### src/inc/isr_cfg.svh
`ifndef ISR_CFG_SVH
`define ISR_CFG_SVH
// Summary byte bit positions.
`define ISR_SB_QUEST 3
`define ISR_SB_REPLY 4
`define ISR_SB_STD 5
`define ISR_SB_MASTER 6
`define ISR_SB_OP 7
// Standard event bit positions.
`define ISR_SE_DONE 0
`define ISR_SE_QUERY 2
`define ISR_SE_DEVICE 3
`define ISR_SE_RUN 4
`define ISR_SE_SYNTAX 5
`define ISR_SE_POWERUP 7
// Operation register bit positions.
`define ISR_OP_PROBE_ABSENT 0
`define ISR_OP_OVERRANGE 1
`define ISR_OP_RANGING 2
`define ISR_OP_RAMP_DONE 5
`define ISR_OP_NO_CAL 6
// Used bits of the operation and questionable registers.
`define ISR_OP_USED 8'h0067
`define ISR_QU_USED 16'h03ff
// Error code range limits, as magnitudes of the negative codes.
`define ISR_SYN_LO 10'h0064
`define ISR_SYN_HI 10'h00b8
`define ISR_RUN_LO 10'h00c8
`define ISR_RUN_HI 10'h0126
`define ISR_DEV_LO 10'h012c
`define ISR_DEV_HI 10'h016d
`define ISR_QRY_LO 10'h0190
`define ISR_QRY_HI 10'h01b8
// Error queue geometry.
`define ISR_EQ_DEPTH 8
`define ISR_EQ_AW 3
`define ISR_EQ_CW 4
`define ISR_EQ_WIDTH 16
`define ISR_ONE_CW 4'h1
`define ISR_ZERO_CW 4'h0
`define ISR_ZERO8 8'h00
`define ISR_ZERO16 16'h0000
`endif

### src/inc/isr_pkg.sv
`default_nettype none
`include "isr_cfg.svh"
package isr_pkg;
  // Host command codes.
  typedef enum logic [3:0] {
    ISR_CMD_NONE = 4'h0,
    ISR_CMD_RD_SUMMARY = 4'h1,
    ISR_CMD_WR_SRQ_MASK = 4'h2,
    ISR_CMD_RD_SRQ_MASK = 4'h3,
    ISR_CMD_RD_STD_EVENT = 4'h4,
    ISR_CMD_WR_STD_MASK = 4'h5,
    ISR_CMD_RD_STD_MASK = 4'h6,
    ISR_CMD_RD_OP_EVENT = 4'h7,
    ISR_CMD_RD_OP_COND = 4'h8,
    ISR_CMD_WR_OP_MASK = 4'h9,
    ISR_CMD_RD_OP_MASK = 4'ha,
    ISR_CMD_RD_QU_EVENT = 4'hb,
    ISR_CMD_RD_QU_COND = 4'hc,
    ISR_CMD_WR_QU_MASK = 4'hd,
    ISR_CMD_RD_QU_MASK = 4'he,
    ISR_CMD_CLEAR_STATUS = 4'hf
  } isr_cmd_type;

  // Error queue operations.
  typedef enum logic [2:0] {
    ISR_EQ_NONE = 3'h0,
    ISR_EQ_NEXT = 3'h1,
    ISR_EQ_ALL = 3'h2,
    ISR_EQ_CLEAR = 3'h3,
    ISR_EQ_COUNT = 3'h4
  } isr_eq_op_type;

  typedef struct packed {
    isr_cmd_type cmd;
    logic [15:0] data;
  } isr_req_type;

  typedef struct packed {
    logic valid;
    logic [15:0] data;
  } isr_resp_type;
endpackage : isr_pkg
`default_nettype wire

### src/verilog/isr_err_range.sv
`default_nettype none
`include "isr_cfg.svh"
// Maps the magnitude of a negative error code to the standard event bit.
module isr_err_range (
  // Code
  input wire logic [9:0] code_mag,
  // Event bits to set
  output logic [7:0] std_bits
);
  function automatic logic in_range(input logic [9:0] v, input logic [9:0] lo,
                                    input logic [9:0] hi);
    in_range = (v >= lo) && (v <= hi);
  endfunction : in_range

  wire logic syn_hit = in_range(code_mag, `ISR_SYN_LO, `ISR_SYN_HI);
  wire logic run_hit = in_range(code_mag, `ISR_RUN_LO, `ISR_RUN_HI);
  wire logic dev_hit = in_range(code_mag, `ISR_DEV_LO, `ISR_DEV_HI);
  wire logic qry_hit = in_range(code_mag, `ISR_QRY_LO, `ISR_QRY_HI);

  always_comb
  begin
    std_bits = `ISR_ZERO8;
    std_bits[`ISR_SE_SYNTAX] = syn_hit;
    std_bits[`ISR_SE_RUN] = run_hit;
    std_bits[`ISR_SE_DEVICE] = dev_hit;
    std_bits[`ISR_SE_QUERY] = qry_hit;
  end
endmodule : isr_err_range
`default_nettype wire

### src/verilog/isr_err_queue.sv
`default_nettype none
`include "isr_cfg.svh"
// First-in first-out store of coded error messages.
module isr_err_queue (
  // Clock and reset
  input wire logic clk,
  input wire logic nrst,
  // Push side
  input wire logic push,
  input wire logic [15:0] push_code,
  // Pop and clear
  input wire logic pop,
  input wire logic clear,
  // State
  output logic [15:0] head,
  output logic [3:0] count,
  output logic empty,
  output logic full
);
  logic [15:0] mem_q [`ISR_EQ_DEPTH];
  logic [2:0] rd_q;
  logic [2:0] wr_q;
  logic [3:0] cnt_q;

  wire logic do_pop = pop && !empty;
  // A full queue drops the newest entry; the oldest ones are kept.
  wire logic do_push = push && (!full || do_pop);

  assign empty = (cnt_q == `ISR_ZERO_CW);
  assign full = (cnt_q == 4'(`ISR_EQ_DEPTH));
  assign count = cnt_q;
  assign head = empty ? `ISR_ZERO16 : mem_q[rd_q];

  always_ff @(posedge clk)
  begin
    if (do_push && !clear)
    begin
      mem_q[wr_q] <= push_code;
    end
  end

  always_ff @(posedge clk or negedge nrst)
  begin
    if (!nrst)
    begin
      rd_q <= 3'h0;
      wr_q <= 3'h0;
      cnt_q <= `ISR_ZERO_CW;
    end
    else if (clear)
    begin
      rd_q <= 3'h0;
      wr_q <= 3'h0;
      cnt_q <= `ISR_ZERO_CW;
    end
    else
    begin
      if (do_pop)
      begin
        rd_q <= rd_q + 3'h1;
      end
      if (do_push)
      begin
        wr_q <= wr_q + 3'h1;
      end
      cnt_q <= cnt_q + (do_push ? `ISR_ONE_CW : `ISR_ZERO_CW)
        - (do_pop ? `ISR_ONE_CW : `ISR_ZERO_CW);
    end
  end
endmodule : isr_err_queue
`default_nettype wire

### src/verilog/isr_status.sv
`default_nettype none
`include "isr_cfg.svh"
////////////////////////////////////////////////////////////////////////////
////////////////////////////////////////////////////////////////////////////
module isr_status (
  // Clock and reset
  input wire logic clk,
  input wire logic nrst,
  // Host commands and answers
  input wire isr_pkg::isr_req_type req,
  output isr_pkg::isr_resp_type resp,
  // Error queue commands
  input wire isr_pkg::isr_eq_op_type eq_op,
  output logic [15:0] eq_data,
  output logic eq_valid,
  output logic eq_more,
  // Error reports from the interpreter, two's complement codes
  input wire logic err_push,
  input wire logic [15:0] err_code,
  // Output buffer state and events
  input wire logic out_buf_nonempty,
  input wire logic reply_lost,
  input wire logic done_cmd,
  input wire logic ops_pending,
  // Instrument conditions
  input wire logic [7:0] op_cond,
  input wire logic [15:0] quest_cond,
  // Status
  output logic [7:0] summary_byte,
  output logic master_request,
  output logic err_available
);
  logic [7:0] std_event_q;
  logic [7:0] std_mask_q;
  logic [7:0] op_event_q;
  logic [7:0] op_mask_q;
  logic [15:0] quest_event_q;
  logic [15:0] quest_mask_q;
  logic [7:0] srq_mask_q;
  logic [7:0] op_prev_q;
  logic [15:0] quest_prev_q;
  logic done_armed_q;
  logic pwr_pend_q;
  isr_pkg::isr_resp_type resp_q;
  logic [15:0] eq_data_q;
  logic eq_valid_q;
  logic all_mode_q;

  function automatic logic any_en(input logic [15:0] ev,
                                  input logic [15:0] en);
    any_en = |(ev & en);
  endfunction : any_en

  ////////////////////////////////////////////////////////////////////////
  // Command decode.
  wire isr_pkg::isr_cmd_type cmd = req.cmd;
  wire logic rd_std = (cmd == isr_pkg::ISR_CMD_RD_STD_EVENT);
  wire logic rd_op = (cmd == isr_pkg::ISR_CMD_RD_OP_EVENT);
  wire logic rd_qu = (cmd == isr_pkg::ISR_CMD_RD_QU_EVENT);
  wire logic cls = (cmd == isr_pkg::ISR_CMD_CLEAR_STATUS);
  wire logic wr_srq = (cmd == isr_pkg::ISR_CMD_WR_SRQ_MASK);
  wire logic wr_std = (cmd == isr_pkg::ISR_CMD_WR_STD_MASK);
  wire logic wr_op = (cmd == isr_pkg::ISR_CMD_WR_OP_MASK);
  wire logic wr_qu = (cmd == isr_pkg::ISR_CMD_WR_QU_MASK);

  ////////////////////////////////////////////////////////////////////////
  // Error queue and code ranges.
  wire logic is_negative = err_code[15];
  wire logic [15:0] mag16 = 16'h0000 - err_code;
  wire logic mag_fits = (mag16[15:10] == 6'h00);
  wire logic [7:0] range_bits;
  // Positive codes are refused outright; only negative codes of magnitude below 1024 are stored.
  wire logic q_push = err_push && is_negative && mag_fits;
  wire logic [15:0] q_head;
  wire logic [3:0] q_count;
  wire logic q_empty;
  wire logic q_pop = (eq_op == isr_pkg::ISR_EQ_NEXT) ||
                     (eq_op == isr_pkg::ISR_EQ_ALL) ||
                     all_mode_q;
  wire logic q_clear = (eq_op == isr_pkg::ISR_EQ_CLEAR) || cls;

  isr_err_range u_range (
    .code_mag(mag16[9:0]),
    .std_bits(range_bits)
  );

  isr_err_queue u_queue (
    .clk(clk),
    .nrst(nrst),
    .push(q_push),
    .push_code(err_code),
    .pop(q_pop),
    .clear(q_clear),
    .head(q_head),
    .count(q_count),
    .empty(q_empty),
    .full()
  );

  ////////////////////////////////////////////////////////////////////////
  // Event sources.
  wire logic done_fire = (done_armed_q || done_cmd) && !ops_pending;
  wire logic [7:0] op_rise = op_cond & ~op_prev_q & `ISR_OP_USED;
  wire logic [15:0] quest_rise =
    quest_cond & ~quest_prev_q & `ISR_QU_USED;
  wire logic [7:0] std_set = (q_push ? range_bits : `ISR_ZERO8)
    | ({7'h00, done_fire} << `ISR_SE_DONE)
    | ({7'h00, reply_lost} << `ISR_SE_QUERY)
    | ({7'h00, pwr_pend_q} << `ISR_SE_POWERUP);

  // Set wins over a clear in the same cycle so no event is lost.
  wire logic [7:0] std_event_d = ((rd_std || cls) ? `ISR_ZERO8 : std_event_q)
    | std_set;
  wire logic [7:0] op_event_d = ((rd_op || cls) ? `ISR_ZERO8 : op_event_q)
    | op_rise;
  wire logic [15:0] quest_event_d =
    ((rd_qu || cls) ? `ISR_ZERO16 : quest_event_q) | quest_rise;

  always_ff @(posedge clk or negedge nrst)
  begin
    if (!nrst)
    begin
      std_event_q <= `ISR_ZERO8;
      op_event_q <= `ISR_ZERO8;
      quest_event_q <= `ISR_ZERO16;
      std_mask_q <= `ISR_ZERO8;
      op_mask_q <= `ISR_ZERO8;
      quest_mask_q <= `ISR_ZERO16;
      srq_mask_q <= `ISR_ZERO8;
      op_prev_q <= `ISR_ZERO8;
      quest_prev_q <= `ISR_ZERO16;
      done_armed_q <= 1'b0;
      pwr_pend_q <= 1'b1;
    end
    else
    begin
      std_event_q <= std_event_d;
      op_event_q <= op_event_d;
      quest_event_q <= quest_event_d;
      op_prev_q <= op_cond;
      quest_prev_q <= quest_cond;
      pwr_pend_q <= 1'b0;
      done_armed_q <= (done_armed_q || done_cmd) && ops_pending;
      if (wr_srq)
      begin
        srq_mask_q <= req.data[7:0];
      end
      if (wr_std)
      begin
        std_mask_q <= req.data[7:0];
      end
      if (wr_op)
      begin
        op_mask_q <= req.data[7:0];
      end
      if (wr_qu)
      begin
        quest_mask_q <= req.data;
      end
    end
  end

  ////////////////////////////////////////////////////////////////////////
  // Summary byte, purely combinational.
  wire logic op_summary =
    any_en({8'h00, op_event_q}, {8'h00, op_mask_q});
  wire logic std_summary =
    any_en({8'h00, std_event_q}, {8'h00, std_mask_q});
  wire logic quest_summary = any_en(quest_event_q, quest_mask_q);
  wire logic reply_pending = out_buf_nonempty;
  logic [7:0] sum_raw;

  always_comb
  begin
    sum_raw = `ISR_ZERO8;
    sum_raw[`ISR_SB_OP] = op_summary;
    sum_raw[`ISR_SB_STD] = std_summary;
    sum_raw[`ISR_SB_REPLY] = reply_pending;
    sum_raw[`ISR_SB_QUEST] = quest_summary;
  end

  assign master_request = any_en({8'h00, sum_raw}, {8'h00, srq_mask_q});
  assign summary_byte = sum_raw | ({7'h00, master_request} << `ISR_SB_MASTER);
  assign err_available = !q_empty;

  ////////////////////////////////////////////////////////////////////////
  // Query answers, registered one cycle after the command.
  logic [15:0] rd_mux;

  always_comb
  begin
    rd_mux = `ISR_ZERO16;
    case (cmd)
      isr_pkg::ISR_CMD_RD_SUMMARY: rd_mux = {8'h00, summary_byte};
      isr_pkg::ISR_CMD_RD_SRQ_MASK: rd_mux = {8'h00, srq_mask_q};
      isr_pkg::ISR_CMD_RD_STD_EVENT: rd_mux = {8'h00, std_event_q};
      isr_pkg::ISR_CMD_RD_STD_MASK: rd_mux = {8'h00, std_mask_q};
      isr_pkg::ISR_CMD_RD_OP_EVENT: rd_mux = {8'h00, op_event_q};
      isr_pkg::ISR_CMD_RD_OP_COND:
        rd_mux = {8'h00, op_cond & `ISR_OP_USED};
      isr_pkg::ISR_CMD_RD_OP_MASK: rd_mux = {8'h00, op_mask_q};
      isr_pkg::ISR_CMD_RD_QU_EVENT: rd_mux = quest_event_q;
      isr_pkg::ISR_CMD_RD_QU_COND:
        rd_mux = quest_cond & `ISR_QU_USED;
      isr_pkg::ISR_CMD_RD_QU_MASK: rd_mux = quest_mask_q;
      default: rd_mux = `ISR_ZERO16;
    endcase
  end

  wire logic is_read = (cmd != isr_pkg::ISR_CMD_NONE) && !cls &&
                       !wr_srq && !wr_std && !wr_op && !wr_qu;
  wire logic eq_answer = (eq_op == isr_pkg::ISR_EQ_NEXT) ||
                         (eq_op == isr_pkg::ISR_EQ_COUNT) ||
                         (eq_op == isr_pkg::ISR_EQ_ALL) || all_mode_q;
  wire logic [15:0] eq_word = (eq_op == isr_pkg::ISR_EQ_COUNT) ?
                              {12'h000, q_count} : q_head;
  // Read-all streams one entry per cycle until the queue runs dry.
  wire logic all_next = ((eq_op == isr_pkg::ISR_EQ_ALL) || all_mode_q) &&
                        (q_count > `ISR_ONE_CW) && !q_clear;

  always_ff @(posedge clk or negedge nrst)
  begin
    if (!nrst)
    begin
      resp_q <= '0;
      eq_data_q <= `ISR_ZERO16;
      eq_valid_q <= 1'b0;
      all_mode_q <= 1'b0;
    end
    else
    begin
      resp_q.valid <= is_read;
      resp_q.data <= rd_mux;
      eq_valid_q <= eq_answer;
      eq_data_q <= eq_word;
      all_mode_q <= all_next;
    end
  end

  assign resp = resp_q;
  assign eq_data = eq_data_q;
  assign eq_valid = eq_valid_q;
  assign eq_more = all_mode_q;

  ////////////////////////////////////////////////////////////////////////
  // Checks.
  property p_std_clear;
    @(posedge clk) disable iff (!nrst)
    (rd_std && (std_set == `ISR_ZERO8)) |=> (std_event_q == `ISR_ZERO8);
  endproperty
  a_std_clear: assert property (p_std_clear)
    else $error("standard event latch not cleared by query");

  property p_std_ret;
    @(posedge clk) disable iff (!nrst)
    rd_std |=> (resp.valid && resp.data[7:0] == $past(std_event_q));
  endproperty
  a_std_ret: assert property (p_std_ret)
    else $error("standard event query returned wrong value");

  property p_master;
    @(posedge clk) disable iff (!nrst)
    master_request == |(summary_byte & srq_mask_q & 8'hbf);
  endproperty
  a_master: assert property (p_master)
    else $error("master request mismatch");

  property p_op_sum;
    @(posedge clk) disable iff (!nrst)
    summary_byte[`ISR_SB_OP] == |(op_event_q & op_mask_q);
  endproperty
  a_op_sum: assert property (p_op_sum)
    else $error("operation summary mismatch");

  property p_reply;
    @(posedge clk) disable iff (!nrst)
    summary_byte[`ISR_SB_REPLY] == out_buf_nonempty;
  endproperty
  a_reply: assert property (p_reply)
    else $error("reply pending mismatch");

  property p_latch;
    @(posedge clk) disable iff (!nrst)
    (op_event_q[0] && !rd_op && !cls) |=> op_event_q[0];
  endproperty
  a_latch: assert property (p_latch)
    else $error("operation event bit dropped without clear");

  property p_summary_noclear;
    @(posedge clk) disable iff (!nrst)
    (cmd == isr_pkg::ISR_CMD_RD_SUMMARY) && std_event_q[0]
      |=> std_event_q[0];
  endproperty
  a_summary_noclear: assert property (p_summary_noclear)
    else $error("summary read cleared an event");

  property p_lost;
    @(posedge clk) disable iff (!nrst)
    reply_lost |=> std_event_q[`ISR_SE_QUERY];
  endproperty
  a_lost: assert property (p_lost)
    else $error("query fault not set on lost output");

  property p_range;
    @(posedge clk) disable iff (!nrst)
    (q_push && range_bits[`ISR_SE_RUN]) |=> std_event_q[`ISR_SE_RUN];
  endproperty
  a_range: assert property (p_range)
    else $error("run fault not set for pushed code");

  property p_pos_refused;
    @(posedge clk) disable iff (!nrst)
    (err_push && !err_code[15] && !q_pop && !q_clear) |=>
      (q_count == $past(q_count));
  endproperty
  a_pos_refused: assert property (p_pos_refused)
    else $error("positive code entered queue");

  property p_err_avail;
    @(posedge clk) disable iff (!nrst)
    err_available == (q_count != `ISR_ZERO_CW);
  endproperty
  a_err_avail: assert property (p_err_avail)
    else $error("error available mismatch");

  c_std_read: cover property (@(posedge clk) disable iff (!nrst)
    std_summary ##1 rd_std ##1 !std_summary);
  c_master: cover property (@(posedge clk) disable iff (!nrst)
    master_request);
  c_read_all: cover property (@(posedge clk) disable iff (!nrst)
    all_mode_q [*2]);
endmodule : isr_status
`default_nettype wire

### config.mk
export PLATFORM = sky130hd
export DESIGN_NAME = isr_status
export DESIGN_NICKNAME = d
export VERILOG_FILES = /design/src/inc/isr_pkg.sv /design/src/verilog/isr_err_range.sv /design/src/verilog/isr_err_queue.sv /design/src/verilog/isr_status.sv
export VERILOG_INCLUDE_DIRS = /design/src /design/src/inc
export SDC_FILE = /design/constraint.sdc
export NUM_CORES = 1
export LEC_CHECK = 0
export ABC_AREA = 1
export BUFFER_PORTS_ARGS = -buffer_cell sky130_fd_sc_hd__buf_2
export CORE_MARGIN = 4
export CORE_UTILIZATION = 30
export CTS_CLUSTER_SIZE = 14
export DETAILED_ROUTE_END_ITERATION = 10
export GPL_ROUTABILITY_DRIVEN = 0
export SYNTH_ARGS = -nofsm -noshare
export SYNTH_HDL_FRONTEND = slang
export SYNTH_SLANG_ARGS = --single-unit
export TNS_END_PERCENT = 100
### constraint.sdc
create_clock -name clk -period 3.4 [get_ports clk]
set_input_delay 0 -clock clk [delete_from_list [all_inputs] [get_ports clk]]
set_output_delay 0 -clock clk [all_outputs]
set_load 0.03 [all_outputs]
==> impl_metrics.tcl <==
set metrics [dict create \
    status "finished, final reports clean" \
    clockBufferDepth 3 \
    cts_inserted_buffers 27 \
    worstMarginPinSlew_ns 1.072 \
    drt_iter0_drc 655 \
    cts_tree "built" \
    max_slew_margin 0.2852 \
    clkLatencyLatePin_ns 0.55 \
    crit_arrival_ns 2.91 \
    grt_pass1_wl_um 42680 \
    ys_types 46 \
    p_per_area_nw_per_um2 678.7 \
    syn_area_sq_um 10560 \
    wl_per_cell_um 16.23 \
    ys_async_sr_fraction 0.4900 \
    yosysTopAreaCell "edfxtp_1" \
    grt_pass1_vias 7677 \
    layout-drive-gt1-share 0.1707 \
    irDropWorstVdd_mv 0.4104 \
    post-cts-setup-buffer-count 0 \
    maxSlewViolCount 0 \
    io_buffers 102 \
    grt_overflow_total 0 \
    p_leak_nw 5.610 \
    wirelength_um 26780 \
    htreeDepth 1 \
    fill_cells 3372 \
    synth-edff-count 128 \
    min_period_over_period 0.7855 \
    cts_sinks 251 \
    hold_class "input port to asynchronous set/reset pin" \
    setup_viol 0 \
    finalClockSkew_ns 0.01506 \
    synthToLayoutAreaGrowth_pct 24.99 \
    vias 7799 \
    netlist_top_cells_area "edfxtp_1 36%, dfrtp_1 29%, nor2_1 6.1%, o21ai_0 5.2%, nand2_1 4.9%" \
    startpoint_type "input port" \
    ys_seq_elements 251 \
    root_buffer "clkbuf_16" \
    die_w_um 195.6 \
    required_ns 3.64 \
    die_h_um 195.6 \
    boundaryPins 115 \
    drc 0 \
    nNetsFinal 1256 \
    worstPathMaxFanout 10 \
    worst-setup-path-type "input port to register" \
    rows 68 \
    synth_cells 996 \
    die_area_sq_um 38270 \
    dr.pass1.iters 5 \
    yosys_warnings 0 \
    path_clk_slew_ns 0.06 \
    diodes 0 \
    final.setup.tns_ns 0 \
    via_per_inst 4.727 \
    end_kind "register" \
    grt_max_degree 69 \
    fmax_mhz 374.4 \
    ant_nets 0 \
    synth-main-ff-cell "edfxtp_1" \
    finalCriticalPeriod_ns 2.671 \
    power.total_mw 8.959 \
    grtUsageTotal 0.1373 \
    hold_violations 0 \
    synth.avg_cell_area_sq_um 10.60 \
    max_cap_viol_count 0 \
    core_sq_um 34630 \
    start_util 0.3050 \
    grt_setup_unrepaired "false" \
    yosysSeqAreaShare 0.6556 \
    antenna_found_initial 0 \
    post-dp-hpwl_um 17370 \
    synth_top_area_frac 0.3640 \
]
-- cell type report --
cell class / count / area [sq um] / share of cell area
tap: 455 / 569.3 / 0.04313
sequential: 251 / 6924 / 0.5246
timing repair buffer: 185 / 1318 / 0.09982
multi-input combinational: 604 / 3074 / 0.2329
inverter: 105 / 394.1 / 0.02986
clock buffer: 32 / 724.4 / 0.05489
clock inverter: 18 / 195.2 / 0.01479
-- cell families (layout without fill, tap and decap cells) --
| family | Yosys count | count (layout) | share of synthesized area |
|---|---|---|---|
| AND/OR/NAND/NOR | 372 | 372 | 0.1463 |
| XOR/XNOR | 4 | 4 | 0.004029 |
| adder cells (fa/ha/maj) | 12 | 12 | 0.01493 |
| flip-flops | 251 | 251 | 0.6556 |
| AO/OA/AOI/OAI | 210 | 210 | 0.1204 |
| buffers and inverters | 144 | 340 | 0.05628 |
| multiplexers | 2 | 2 | 0.002133 |
| other | 1 | 4 | 0.0003551 |
-- per-layer routing --
layer	vias up	global-route usage	part of all wire	routed length [um]
met5	-	0	0	0
met1	3798	0.1924	0.45	12050
met4	0	0.03801	0.022	595
li1	3754	-	-	-
met3	40	0.01777	0.053	1432
met2	207	0.2256	0.47	12700
-- final timing paths --
check | startpoint | end | slack [ns] | cells past startpoint
max | eq_op[0] | u_queue.mem_q[6][13] | 0.73 | 15
min | nrst | resp[15] | 0.05 | 2
max reg2reg | u_queue.count[3] | u_queue.mem_q[6][13] | 0.97 | 10
min reg2reg | quest_prev_q[6] | quest_event_q[6] | 0.42 | 1
max in group asynchronous | nrst | pwr_pend_q | 2.46 | 3
min in group clk | err_push | u_queue.wr_q[2] | 0.08 | 5
-- sequential cells by signal, summed over array words and instances, names as in the netlist --
signal,flops
resp,17
quest_event_q,10
quest_prev_q,10
op_mask_q,8
u_queue.wr_q,3
eq_valid,1
u_queue.mem_q,128
std_event_q,6
u_queue.rd_q,3
eq_more,1
quest_mask_q,16
u_queue.count,4
done_armed_q,1
std_mask_q,8
eq_data,16
op_prev_q,5
srq_mask_q,8
op_event_q,5
pwr_pend_q,1
-- cell usage after synthesis (2+ instances only) --
cell,instances
nor2_1,171
o211ai_1,4
nand3_1,30
nor2_4,2
a21oi_1,22
nand2_2,7
buf_4,11
buf_1,2
inv_1,95
dfrtp_1,122
xnor2_1,2
nor2_2,8
inv_2,10
nor3_1,6
a221oi_1,8
o221ai_1,2
mux2_1,2
ha_1,11
buf_2,10
o21ai_1,6
o32ai_1,24
edfxtp_1,128
nand2_1,137
nand4_1,5
a211oi_1,3
o21ai_0,110
clkbuf_1,16
a21o_1,2
o22ai_1,23
-- where the power goes --
| group | internal, mW | leakage [nW] | switching [mW] | total, mW |
|---|---|---|---|---|
| clock | 1.76 | 0.446 | 1.22 | 2.99 |
| sequential | 3.49 | 2.64 | 0.177 | 3.67 |
| combinational | 0.748 | 2.53 | 1.55 | 2.30 |
-- cell usage in the layout, fill, tap and decap left out, types with 3 or more instances in the layout --
cell | netlist | routed
nor3_2 | 0 | 4
nor2_2 | 8 | 8
clkinv_1 | 0 | 3
ha_1 | 11 | 11
o32ai_1 | 24 | 24
a221oi_1 | 8 | 8
o22ai_1 | 23 | 23
dfrtp_1 | 122 | 121
buf_4 | 11 | 16
clkinvlp_4 | 0 | 3
nand3_1 | 30 | 30
dlygate4sd3_1 | 0 | 66
o21ai_0 | 110 | 110
clkbuf_8 | 0 | 3
nand4_1 | 5 | 5
clkbuf_16 | 0 | 27
buf_2 | 10 | 101
inv_2 | 10 | 10
o211ai_1 | 4 | 4
conb_1 | 1 | 4
inv_1 | 95 | 95
o21ai_1 | 6 | 6
bufinv_16 | 0 | 3
a211oi_1 | 3 | 3
nand2_2 | 7 | 7
a21oi_1 | 22 | 22
clkinv_2 | 0 | 5
nand2_1 | 137 | 137
edfxtp_1 | 128 | 128
nor2_1 | 171 | 171
-- worst max-delay path, stage by stage --
cell and delay (ns):
dlygate4sd3_1 0.54, buf_2 0.16, inv_2 0.06, nand3_1 0.06
dlygate4sd3_1 0.55, nand2_1 0.07, inv_2 0.04, nand2_1 0.05
nand2_1 0.11, nand2_1 0.17, nand3_2 0.14, inv_2 0.12
nand3_4 0.11, nor2_2 0.42, buf_4 0.30
-- through the flow --
stage / worst slack [ns] / utilization / instances / hold WS [ns] / instance area [sq um]
after global placement: 0.9752 / 0.3355 / 1534 / 0.05841 / 11620
after global routing: 0.5544 / 0.3812 / 1650 / 0.1138 / 13200
after CTS: 0.7343 / 0.3812 / 1650 / 0.05367 / 13200
after floorplan: 0.5817 / - / 999 / -0.2956 / 10570
after detailed placement: 0.9063 / 0.3355 / 1534 / 0.06122 / 11620
final: 0.7293 / 0.3812 / 1650 / 0.04981 / 13200
-- what timing repair did --
item,4_1_cts,5_1_grt
hold buffers,66,0
resized for setup,0,0
endpoints found under the hold margin,290,0
Power figures use the tool's default switching activity.
